==> src/data_mem_pkg.sv <==
// Notes on behaviour
// - four banks of eight byte registers
// - bank chosen by status word select bits
// - first two bank registers serve as pointers
// - bytes 20h-2Fh byte and bit accessible
// - special registers at x0/x8 bit accessible
// - special registers 80-FFh direct only
// - scratch-pad RAM direct and indirect access
// - bit versus byte chosen by instruction type
// - stack pointer resets to 07h, loadable
// - push increments pointer, then writes
// - pop reads first, then decrements
// - calls and interrupts push return address
// - stack may start anywhere in RAM
// - auxiliary RAM spans 0000H to 00FFH
// - program memory up to 16K, constant reads
// - 128-byte data flash, 16-byte pages, read path
`default_nettype none
package data_mem_pkg;
   localparam logic [7:0] STACK_RESET   = 8'h07;
   localparam logic [7:0] BIT_RAM_BASE  = 8'h20;
   localparam logic [7:0] BIT_RAM_TOP   = 8'h2F;
   localparam logic [7:0] SPECIAL_BASE  = 8'h80;
   localparam int         BANK_SEL_LSB  = 3;
   localparam int         REG_BANKS     = 4;
   localparam int         REGS_PER_BANK = 8;
   localparam int         SCRATCH_BYTES = 256;
   localparam int         AUX_BYTES     = 256;
   localparam int         CODE_BYTES    = 16384;
   localparam int         FLASH_BYTES   = 128;
   localparam int         FLASH_PAGE    = 16;
   localparam logic [15:0] AUX_LO       = 16'h0000;
   localparam logic [15:0] AUX_HI       = 16'h00FF;
   localparam logic [15:0] FLASH_BASE   = 16'h4000;
   // operation codes from the execution core
   typedef enum logic [3:0] {
      OP_NONE   = 4'h0,
      OP_DIRECT = 4'h1,
      OP_INDIR  = 4'h2,
      OP_REG    = 4'h3,
      OP_BIT    = 4'h4,
      OP_PUSH   = 4'h5,
      OP_POP    = 4'h6,
      OP_AUX    = 4'h7,
      OP_CODE   = 4'h8
   } mem_op_t;
endpackage
`default_nettype wire

==> src/data_mem_map.sv <==
`timescale 1ns/1ns
`default_nettype none
module data_mem_map
#(
   parameter int CODE_SIZE  = 16384,
   parameter int FLASH_SIZE = 128
)
(
   // clock and reset
   input  wire logic                   clk,
   input  wire logic                   sys_rst,
   // request from the execution core
   input  wire logic                   req_valid,
   input  wire data_mem_pkg::mem_op_t  req_op,
   input  wire logic                   req_write,
   input  wire logic [15:0]            req_addr,
   input  wire logic [2:0]             req_bit,
   input  wire logic [7:0]             req_wdata,
   input  wire logic                   ptr_sel,
   // status word bank select and stack pointer load
   input  wire logic [7:0]             program_status_word,
   input  wire logic                   stack_load,
   input  wire logic [7:0]             stack_load_val,
   // special register port, direct and bit access
   output logic                        special_rd,
   output logic                        special_wr,
   output logic [7:0]                  special_addr,
   output logic [7:0]                  special_wdata,
   input  wire logic [7:0]             special_rdata,
   // program memory and data flash read port
   output logic                        code_rd,
   output logic [13:0]                 code_addr,
   input  wire logic [7:0]             code_rdata,
   output logic                        flash_rd,
   output logic [6:0]                  flash_addr,
   input  wire logic [7:0]             flash_rdata,
   // answer
   output logic                        rsp_valid,
   output logic [7:0]                  rsp_rdata,
   output logic                        rsp_bit,
   output logic [7:0]                  stack_pointer,
   output logic                        bad_access
);
   import data_mem_pkg::*;

   // code and flash windows share one address space, so sizes are bounded
   if (CODE_SIZE > CODE_BYTES || CODE_SIZE < 1 || FLASH_SIZE != FLASH_BYTES)
   begin : g_size_check
      $error("unsupported memory size");
   end

   logic [7:0] scratch [0:SCRATCH_BYTES-1];
   logic [7:0] aux     [0:AUX_BYTES-1];
   logic [7:0] stack_r;
   logic [1:0] bank_select_bits;
   logic [7:0] indirect_pointer_zero;
   logic [7:0] indirect_pointer_one;
   logic [7:0] ptr;
   logic [7:0] ram_addr;
   logic [7:0] bit_byte;
   logic       is_special;
   logic       ram_we;
   logic [7:0] ram_wd;
   logic [7:0] stack_inc;

   function automatic logic [7:0] reg_addr(input logic [1:0] b, input logic [2:0] n);
      reg_addr = {3'b000, b, n};
   endfunction

   // bit address: low half scratch-pad, high half special registers
   function automatic logic [7:0] bit_byte_of(input logic [7:0] a);
      if (a[7])
         bit_byte_of = {a[7:3], 3'b000};
      else
         bit_byte_of = BIT_RAM_BASE + {4'h0, a[6:3]};
   endfunction

   // bit write: rebuild the byte around one changed bit
   function automatic logic [7:0] merge_bit(input logic [7:0] v, input logic [2:0] pos,
                                            input logic bit_val);
      merge_bit      = v;
      merge_bit[pos] = bit_val;
   endfunction

   assign bank_select_bits      = program_status_word[BANK_SEL_LSB +: 2];
   assign indirect_pointer_zero = scratch[reg_addr(bank_select_bits, 3'd0)];
   assign indirect_pointer_one  = scratch[reg_addr(bank_select_bits, 3'd1)];
   assign ptr    = ptr_sel ? indirect_pointer_one : indirect_pointer_zero;
   assign stack_inc = stack_r + 8'h01;
   assign bit_byte = bit_byte_of(req_addr[7:0]);
   assign stack_pointer = stack_r;

   // address and target decode
   always_comb
   begin
      ram_addr = 8'h00;
      is_special = 1'b0;
      case (req_op)
         OP_DIRECT:
         begin
            ram_addr   = req_addr[7:0];
            is_special = (req_addr[7:0] >= SPECIAL_BASE);
         end
         OP_INDIR: ram_addr = ptr;
         OP_REG:   ram_addr = reg_addr(bank_select_bits, req_addr[2:0]);
         OP_BIT:
         begin
            ram_addr   = bit_byte;
            is_special = (req_addr[7:0] >= SPECIAL_BASE);
         end
         OP_PUSH:  ram_addr = stack_inc;
         OP_POP:   ram_addr = stack_r;
         default:  ram_addr = 8'h00;
      endcase
   end

   // scratch-pad write, bit ops read-modify-write the held byte
   always_comb
   begin
      ram_we = 1'b0;
      ram_wd = req_wdata;
      if (req_valid && !is_special)
      begin
         case (req_op)
            OP_DIRECT, OP_INDIR, OP_REG: ram_we = req_write;
            OP_BIT:
            begin
               ram_we = req_write;
               ram_wd = merge_bit(scratch[ram_addr], req_bit, req_wdata[0]);
            end
            OP_PUSH: ram_we = 1'b1;
            default: ram_we = 1'b0;
         endcase
      end
   end

   always_ff @(posedge clk)
   begin
      if (ram_we)
         scratch[ram_addr] <= ram_wd;
   end

   always_ff @(posedge clk)
   begin
      if (req_valid && req_op == OP_AUX && req_write && req_addr <= AUX_HI)
         aux[req_addr[7:0]] <= req_wdata;
   end

   // stack pointer; a load wins over a push or pop in the same cycle
   always_ff @(posedge clk or posedge sys_rst)
   begin
      if (sys_rst)
         stack_r <= STACK_RESET;
      else if (stack_load)
         stack_r <= stack_load_val;
      else if (req_valid && req_op == OP_PUSH)
         stack_r <= stack_inc;
      else if (req_valid && req_op == OP_POP)
         stack_r <= stack_r - 8'h01;
   end

   // special register strobes, combinational handshake
   always_comb
   begin
      special_rd    = req_valid && is_special && !(req_write && req_op == OP_DIRECT);
      special_wr    = req_valid && is_special && req_write;
      special_addr  = (req_op == OP_BIT) ? bit_byte : req_addr[7:0];
      // bit writes read the register and hand back the merged byte
      special_wdata = (req_op == OP_BIT) ? merge_bit(special_rdata, req_bit, req_wdata[0])
                                         : req_wdata;
      code_rd  = req_valid && req_op == OP_CODE && req_addr < 16'(CODE_SIZE);
      code_addr = req_addr[13:0];
      // flash is read only here; programming goes through its own registers
      flash_rd   = req_valid && req_op == OP_CODE && req_addr >= FLASH_BASE
                   && req_addr < FLASH_BASE + 16'(FLASH_SIZE);
      flash_addr = req_addr[6:0];
   end

   // answer, one cycle after request; memories and ports sampled at request
   logic [7:0] rd_nxt;
   logic       bad_nxt;
   always_comb
   begin
      rd_nxt  = scratch[ram_addr];
      bad_nxt = 1'b0;
      case (req_op)
         OP_DIRECT: rd_nxt = is_special ? special_rdata : scratch[ram_addr];
         OP_BIT:    rd_nxt = {7'h00, (is_special ? special_rdata[req_bit]
                                                 : scratch[ram_addr][req_bit])};
         OP_AUX:
         begin
            rd_nxt  = aux[req_addr[7:0]];
            bad_nxt = req_addr > AUX_HI;
         end
         OP_CODE:
         begin
            rd_nxt  = flash_rd ? flash_rdata : code_rdata;
            bad_nxt = !(code_rd || flash_rd);
         end
         OP_NONE:   bad_nxt = 1'b0;
         default:   rd_nxt = scratch[ram_addr];
      endcase
      if (bad_nxt)
         rd_nxt = 8'h00;
   end

   always_ff @(posedge clk or posedge sys_rst)
   begin
      if (sys_rst)
      begin
         rsp_valid  <= 1'b0;
         rsp_rdata  <= 8'h00;
         rsp_bit    <= 1'b0;
         bad_access <= 1'b0;
      end
      else
      begin
         rsp_valid  <= req_valid && req_op != OP_NONE;
         rsp_rdata  <= rd_nxt;
         rsp_bit    <= req_valid && req_op == OP_BIT;
         bad_access <= req_valid && bad_nxt;
      end
   end

   // checks
   property p_stack_push;
      @(posedge clk) disable iff (sys_rst)
      (req_valid && req_op == OP_PUSH && !stack_load) |=> (stack_r == $past(stack_r) + 8'h01);
   endproperty
   a_stack_push: assert property (p_stack_push) else $error("push missed pointer");

   property p_stack_pop;
      @(posedge clk) disable iff (sys_rst)
      (req_valid && req_op == OP_POP && !stack_load) |=> (stack_r == $past(stack_r) - 8'h01);
   endproperty
   a_stack_pop: assert property (p_stack_pop) else $error("pop missed pointer");

   property p_stack_load;
      @(posedge clk) disable iff (sys_rst)
      stack_load |=> (stack_r == $past(stack_load_val));
   endproperty
   a_stack_load: assert property (p_stack_load) else $error("pointer load lost");

   property p_push_write;
      @(posedge clk) disable iff (sys_rst)
      (req_valid && req_op == OP_PUSH) |=> (scratch[$past(stack_inc)] == $past(req_wdata));
   endproperty
   a_push_write: assert property (p_push_write) else $error("push byte misplaced");

   property p_indir_ram;
      @(posedge clk) disable iff (sys_rst)
      (req_valid && req_op == OP_INDIR) |-> !special_rd && !special_wr;
   endproperty
   a_indir_ram: assert property (p_indir_ram) else $error("indirect hit special");

   property p_direct_wr;
      @(posedge clk) disable iff (sys_rst)
      (req_valid && req_op == OP_DIRECT && req_addr[7] && req_write) |-> special_wr;
   endproperty
   a_direct_wr: assert property (p_direct_wr) else $error("direct write missed");

   property p_special_bit_addr;
      @(posedge clk) disable iff (sys_rst)
      (special_rd && req_op == OP_BIT) |-> (special_addr[2:0] == 3'b000);
   endproperty
   a_special_bit_addr: assert property (p_special_bit_addr) else $error("bad bit addr");

   property p_special_bit_wr;
      @(posedge clk) disable iff (sys_rst)
      (req_valid && req_op == OP_BIT && req_addr[7] && req_write)
         |-> (special_wr && special_wdata[req_bit] == req_wdata[0]);
   endproperty
   a_special_bit_wr: assert property (p_special_bit_wr) else $error("bit write lost");

   property p_bit_ram_range;
      @(posedge clk) disable iff (sys_rst)
      (req_valid && req_op == OP_BIT && !req_addr[7])
         |-> (ram_addr >= BIT_RAM_BASE && ram_addr <= BIT_RAM_TOP);
   endproperty
   a_bit_ram_range: assert property (p_bit_ram_range) else $error("bit ram out of range");

   property p_reg_map;
      @(posedge clk) disable iff (sys_rst)
      (req_valid && req_op == OP_REG)
         |-> (ram_addr == {3'b000, program_status_word[4:3], req_addr[2:0]});
   endproperty
   a_reg_map: assert property (p_reg_map) else $error("register bank map wrong");

   property p_flash_path;
      @(posedge clk) disable iff (sys_rst)
      flash_rd |-> (req_op == OP_CODE && !code_rd);
   endproperty
   a_flash_path: assert property (p_flash_path) else $error("flash read path wrong");

   property p_answer;
      @(posedge clk) disable iff (sys_rst)
      (req_valid && req_op != OP_NONE) |=> rsp_valid;
   endproperty
   a_answer: assert property (p_answer) else $error("answer missing");

   c_push_pop: cover property (@(posedge clk) disable iff (sys_rst)
      (req_valid && req_op == OP_PUSH) ##1 (req_valid && req_op == OP_POP));
   c_bit_special: cover property (@(posedge clk) disable iff (sys_rst)
      (req_valid && req_op == OP_BIT && req_addr[7]));
   c_flash: cover property (@(posedge clk) disable iff (sys_rst) flash_rd);
   c_bank3: cover property (@(posedge clk) disable iff (sys_rst)
      (req_valid && req_op == OP_REG && bank_select_bits == 2'b11));
endmodule
`default_nettype wire

==> config.mk <==
export PLATFORM = sky130hd
export DESIGN_NAME = data_mem_map
export DESIGN_NICKNAME = d
export VERILOG_FILES = /design/src/data_mem_pkg.sv /design/src/data_mem_map.sv
export SDC_FILE = /design/constraint.sdc
export NUM_CORES = 2
export LEC_CHECK = 0
export ABC_AREA = 0
export BUFFER_PORTS_ARGS = -buffer_cell sky130_fd_sc_hd__clkbuf_2
export CORE_MARGIN = 2
export CORE_UTILIZATION = 61
export CTS_BUF_LIST = sky130_fd_sc_hd__clkbuf_8
export DETAILED_ROUTE_END_ITERATION = 16
export PLACE_DENSITY = 0.77
export SYNTH_ARGS = -nofsm -noshare
export SYNTH_HDL_FRONTEND = slang
export SYNTH_SLANG_ARGS = --single-unit
==> constraint.sdc <==
create_clock -name clk -period 46.1 [get_ports clk]
set_input_delay 2.305 -clock clk [delete_from_list [all_inputs] [get_ports clk]]
set_output_delay 2.305 -clock clk [all_outputs]
set_load 0.05 [all_outputs]
* Word-level counts from Yosys, hierarchy flattened
Memory sizes are Yosys's and may differ from the RTL's.
Index checks and enable logic that the tools add are counted.
** Cells by class
- Add/sub/neg operators :: 3
- Multiply operators :: 0
- Divide/modulo/power cells :: 0
- Order comparisons :: 8
- Eq/ne operators :: 8
- Shifts and indexed selects :: 0
- Multiplexer cells :: 31
- Bitwise operators :: 0
- Reduce and logical (&&, ||, !) cells :: 26
** Operators with widths (count)
- two-way mux 8 bit :: 12
- case mux 8 bit (6 select lines) :: 1
- < comparator 16 x 15 -> 1 bit (second input constant) :: 2
- case mux 8 bit (4 select lines) :: 1
- logical AND 1 bit :: 18
- bitwise mux 8 bit :: 2
- == test 4 x 3 -> 1 bit (second input constant) :: 4
- >= comparator 16 x 15 -> 1 bit (second input constant) :: 1
- > comparator 16 x 8 -> 1 bit (second input constant) :: 1
- less-or-equal comparator 16 x 8 -> 1 bit (second input constant) :: 1
- two-way mux 1 bit :: 10
- adder 8 x 1 -> 8 bit (second input constant) :: 1
- == test 4 x 2 -> 1 bit (second input constant) :: 2
- >= comparator 8 bit (second input constant) :: 1
- subtractor 8 x 1 -> 8 bit (second input constant) :: 1
- adder 6 x 4 -> 7 bit (first input constant) :: 1
- binary-select mux 1 bit (select 3 bit) :: 2
- == test 4 x 1 -> 1 bit (second input constant) :: 1
- == test 4 bit (second input constant) :: 1
- < comparator 3 x 4 -> 1 bit (second input constant) :: 1
- case mux 1 bit (2 select lines) :: 2
- nonzero test 4 bit :: 1
- OR reduction 4 bit :: 1
- demux 1 bit (select 3 bit) :: 1
- other kinds (5) :: 7
** Word-level totals
- Bits in registers :: 19
- Bits in latches :: 0
- RAM bits :: 4096
- Memory bits (read-only) :: 0
- Bits of input ports :: 77
- Word-level logic and storage cells :: 83
- Memories :: 2
** Memory list
- aux :: depth 256, width 8, read ports 1, clocked after Yosys merged registers in 0, wr ports 1, RTL line data_mem_map.sv:53 : logic [7:0] aux [0:AUX_BYTES-1];
- scratch :: depth 256, width 8, read ports 3, clocked after Yosys merged registers in 0, wr ports 1, RTL line data_mem_map.sv:52 : logic [7:0] scratch [0:SCRATCH_BYTES-1];

* Logic depth before layout (Yosys ltp)
An unclocked memory read counts as a cell.
- Depth in word-level cells :: 9
- Gate-level depth with buffers :: 21
- Mapped depth without buffers :: 14

* Worst setup path after synthesis
Ideal clock, no wire load.
- Kind :: input port to flip-flop
- From :: input program_status_word[3]
- To :: memory scratch[0][0], data pin
- Setup time :: 2.240 ns
- Arrival time :: 15.518 ns
- Data required time :: 43.860 ns
- Path slack :: 28.342 ns
- Cell stages on the path :: 15
- Buffers on the path :: 5
- Cells stage by stage :: buf_2 -> buf_2 -> mux4_2 -> nand3_1 -> and2_1 -> nand2_1 -> buf_2 -> nor2_2 -> buf_2 -> clkbuf_1 -> a22oi_1 -> o22a_1 -> a221oi_1 -> nand2_1 -> o31ai_1
** Between the ends
- Cells in the longest elaborated chain, start to end :: 7
- Elaborated cells on any way between the ends :: 6
** Ends and longest elaborated chain
- start, declared :: RTL line data_mem_map.sv:21 : input wire logic [7:0] program_status_word,
- memory (256 x 8 bit)
- two-way mux 8 bit :: RTL line data_mem_map.sv:88 : assign ptr = ptr_sel ? indirect_pointer_one : indirect_pointer_zero;
- case mux 8 bit (6 select lines) * :: RTL line data_mem_map.sv:98 : case (req_op)
- memory (256 x 8 bit)
- bitwise mux 8 bit * :: RTL line data_mem_map.sv:82 : merge_bit[pos] = bit_val;
- two-way mux 8 bit * :: RTL line data_mem_map.sv:124 : case (req_op)
- two-way mux 8 bit * :: RTL line data_mem_map.sv:122 : if (req_valid && !is_special)
- net ram_wd[0] :: RTL line data_mem_map.sv:63 : logic [7:0] ram_wd;
- end, declared :: RTL line data_mem_map.sv:52
Mark *: on every way through the listed nets, which the timed path passes. The rest lies on a longest branch.

* Worst setup path after layout
- From :: input req_op[1]
- To :: memory scratch[120][2], data pin
** Between the ends
- Cells in the longest elaborated chain, start to end :: 6
- Elaborated cells on any way between the ends :: 15
** Ends and longest elaborated chain
- start, declared :: RTL line data_mem_map.sv:14 : input wire data_mem_pkg::mem_op_t req_op,
- == test 4 x 3 -> 1 bit, or another cell as far along :: RTL line data_mem_map.sv:98
- case mux 8 bit (6 select lines) or OR reduction 2 bit (tied branches)
- memory (256 x 8 bit) or two-way mux 1 bit (tied branches)
- bitwise mux 8 bit or logical NOT 1 bit (tied branches) :: RTL line data_mem_map.sv:82, data_mem_map.sv:122
- two-way mux 8 bit or logical AND 1 bit (tied branches) :: RTL line data_mem_map.sv:124, data_mem_map.sv:122
- two-way mux 8 bit * :: RTL line data_mem_map.sv:122
- net ram_wd[2] :: RTL line data_mem_map.sv:63
Marks and branches as above.

==> metrics.md <==
| Metric | Value |
|---|---|
| Cell Area, Synth | `164000 um^2` |
| TritonCTS clock tree | `built` |
| WP data required | `46930 ps` |
| Post-synth top area cell | `edfxtp_1` |
| Internal Power | `5.65 mW` |
| DR WL met3 | `58600 um` |
| Number of max-cap violations | `2` |
| Sw Ratio | `24.8%` |
| Yosys warns | `0` |
| Setup Crit Path Kind | `in -> reg` |
| Power Density | `41.8 nW/um^2` |
| Uppermost layer routed | `met5` |
| Crit path cell chain | `clkbuf_2, or3b_2, a211oi_4, a211o_4, buf_12, buf_4, buf_4, nand2_1, a22oi_1, o22ai_1, a211oi_1, nand4_1, or3_1, nor3_2, mux2i_1, o21ai_4, buf_4, buf_4, buf_4` |
| Post-synthesis sequential area ratio | `75.2%` |
| Critical path peak fanout | `151` |
| Psw | `1.86 mW` |
| Width of the die | `523 um` |
| Synthesized flop and latch total | `4115` |
| Fmax | `84.7 MHz` |
| Most frequent cells after synthesis | `4096 x edfxtp_1, 1457 x nand2_1, 681 x mux4_2, 592 x nor2_1, 517 x a21oi_1` |
| HPWL after DPL | `271000 um` |
| Placement Setup Slack | `33640 ps` |
| CORE AREA | `268000 um^2` |
| Share of layout cells above drive strength 1 | `18.1%` |
| Minimum clock period after layout | `11810 ps` |
| Worst setup SP type | `input port` |
| Combinational power share | `7.8%` |
| Failing checks | `capacitance limit, slew limit` |
| Clock power frac | `37.2%` |
| Vias in the first global route | `92800` |
| Area of the multi-input gates | `37500 um^2` |
| Clock Pin Slew Worst Setup and Hold Paths | `60 ps` |
| EDFF count, synth | `4096` |
| Num CTS Buffers | `631` |
| Synth cell types | `101` |
| WL met1 | `149000 um` |
| Max-Slew Margin vs Limit | `-5.03%` |
| Max-slew violation count | `2` |
| Post-CTS resize count | `0` |
| Area grow syn2layout | `9.40%` |
| First-pass GRT wire length | `643000 um` |
| Clk Latency, worst-skew pair | `1260 ps` |
| HP Class | `reg -> reg` |
| Setup TNS | `0 ps` |
| Ys flop type | `edfxtp_1` |
| Clock sink total | `4115` |
| Slowest-stage cell, CP | `buf_4` |
| Initial Util | `61.3%` |
| Peak VDD IR | `35.6 uV` |
| Clock tree buffer depth | `4` |
| Synth top area cells | `edfxtp_1 75%, mux4_2 9.3%, nand2_1 3.3%` |
| CP most frequent cell | `buf_4` |
| Layout Nets | `10000` |
| WP data arrival | `12640 ps` |
| Core Rows | `190` |
| Setup violations, final | `0` |
| Sum of buffers and inverters on the critical path | `7` |
| Tcrit/Tclk final | `25.6%` |
| Setup Skew | `83.0 ps` |
| Antenna violations before repair | `30` |
| Setup ws final | `34290 ps` |
| # port buffers | `130` |
| Async set-reset flop share out of synthesis | `0.462%` |
| Leak pwr | `57.6 nW` |
| Met2 WL | `209000 um` |
| Status | `finished, violations left` |
| Post-CTS Setup Bufs | `0` |
| Fillers | `16900` |
| Avg WL per Cell | `32.2 um` |
| Via count | `95400` |
| Fin. Hold Viols | `0` |
| Mean Syn Cell Area | `17.0 um^2` |
| Number of antenna-violating nets in the routed design | `0` |
| Unrepaired setup endpoints after global routing | `false` |
| Via density | `6.82` |
| Final wirelength | `451000 um` |
| FF/Latch Area | `123000 um^2` |
| Post-synth top area share | `74.9%` |
| Grt total ovfl | `0` |
| Gate Count Post-Synth | `9633` |
| Routability cong. | `0.918` |
| Io pins | `137` |
| Drt first pass iters | `7` |
| Root Buffer | `clkbuf_8` |
| Die area | `273000 um^2` |
| Most frequent cell after synthesis | `edfxtp_1` |
| Drt first-iter violations | `14800` |
| CP top delay family | `buffers and inverters` |
| Max stage delay on crit path | `850 ps` |
| DRC Markers | `0` |
| CP Capture Type | `flop` |
| Pin count of the biggest net entering global routing | `257` |
| Chip Height | `523 um` |
| Flop pwr share | `55.0%` |
| Gr usage total | `32.8%` |
| Worst Max-Slew Pin Slew | `1540 ps` |
| CTS Hold Buffers Added | `0` |
| CTS HTree Levels | `6` |
| Syn_nets | `9712` |
==> registers in the layout, summed over array words and instances, names as in the netlist <==
name / count
bad_access: 1
rsp_valid: 1
rsp_rdata: 8
scratch: 2048
aux: 2048
rsp_bit: 1
stack_pointer: 8
==> worst paths after layout <==
kind / start / endpoint / slack, ps / cells past startpoint
worst max register to register: stack_pointer[0] / scratch[120][2] / 35470 / 18
worst min register to register: stack_pointer[1] / stack_pointer[1] / 660 / 2
min in group asynchronous: sys_rst / rsp_rdata[4] / 1430 / 2
worst max-delay path: req_op[1] / scratch[120][2] / 34290 / 19
worst min-delay path: stack_pointer[1] / stack_pointer[1] / 660 / 2
max in group asynchronous: sys_rst / stack_pointer[3] / 44000 / 2
==> per-stage QoR <==
step	total power, mW	cell area (um^2)	hold WS, ps	std cells	utilization, %
floorplan	4.55	164000	689	9633	-
global placement	4.76	168000	640	12900	62.8
detailed placement	4.77	168000	668	12900	62.8
CTS	7.49	179000	672	14000	67.1
global route	7.68	180000	719	14000	67.1
finish	7.51	180000	663	14000	67.1
==> cells in the final DEF, fill, tap and decap left out, types with 11 or more instances in the layout <==
master / n
edfxtp_1: 4096
nand2_1: 1447
mux4_2: 681
clkbuf_8: 642
nor2_1: 587
a21oi_1: 517
nand3_1: 233
mux2i_1: 216
buf_4: 206
inv_1: 205
clkinv_1: 153
clkbuf_2: 118
a22oi_1: 116
a31oi_1: 98
and3_1: 89
a32oi_1: 73
a221oi_1: 72
clkinv_2: 65
nand4_1: 63
o21ai_0: 59
a311oi_1: 58
a211oi_1: 49
nor3_1: 46
a21o_1: 31
o22ai_1: 29
nor4_1: 26
diode_2: 23
a22o_1: 23
o211ai_1: 18
a2111oi_0: 16
dfrtp_1: 16
buf_12: 16
nor2b_1: 15
inv_8: 14
clkinvlp_4: 12
mux2_2: 11
nand2b_1: 11
a21boi_0: 11
bufinv_16: 11
==> worst reg2reg max path, cell delays in order (launching register included) <==
cell and delay (ps):
dfstp_2 430, or3b_2 470, a21oi_2 860, a211o_4 680, buf_12 620, buf_4 1020, buf_4 680, nand2_1 160
a22oi_1 300, o22ai_1 140, a211oi_1 510, nand4_1 150, or3_1 530, nor3_2 610, mux2i_1 240, o21ai_4 170
buf_4 810, buf_4 870, buf_4 870
==> power by group through the flow <==
stage          sequential [mW]  combinational, mW  clock (mW)
2_1_floorplan             4.23              0.318           0
3_3_place_gp              4.21              0.553           0
3_5_place_dp              4.21              0.568           0
4_1_cts                   4.13              0.570        2.79
5_1_grt                   4.13              0.602        2.95
6_report                  4.13              0.589        2.79
==> layout make-up <==
class | instances | share of cell area (%)
antenna | 23 | 0.0321
sequential | 4115 | 68.8
timing repair buffer | 352 | 1.46
multi-input combinational | 4818 | 20.9
inverter | 16 | 0.0334
tap | 3552 | 2.48
clock inverter | 476 | 1.45
clock buffer | 634 | 4.86
==> routing by layer <==
metal | up-vias | global-route usage (%)
met3 | 1420 | 8.40
met1 | 47800 | 42.9
met5 | - | 0
li1 | 38700 | -
met2 | 7377 | 49.5
met4 | 16 | 21.2
==> logic make-up after synthesis <==
family                     synth area share [%]
and+or+nand+nor                            6.69
muxes                                      10.7
buffers and inverters                      2.06
DFF                                        75.2
AOI/OAI and AO/OA                          5.19
xor gates and xnor gates                 0.0694
adders and majority gates                0.0152
Note: power is estimated with default switching activity, not from simulation.
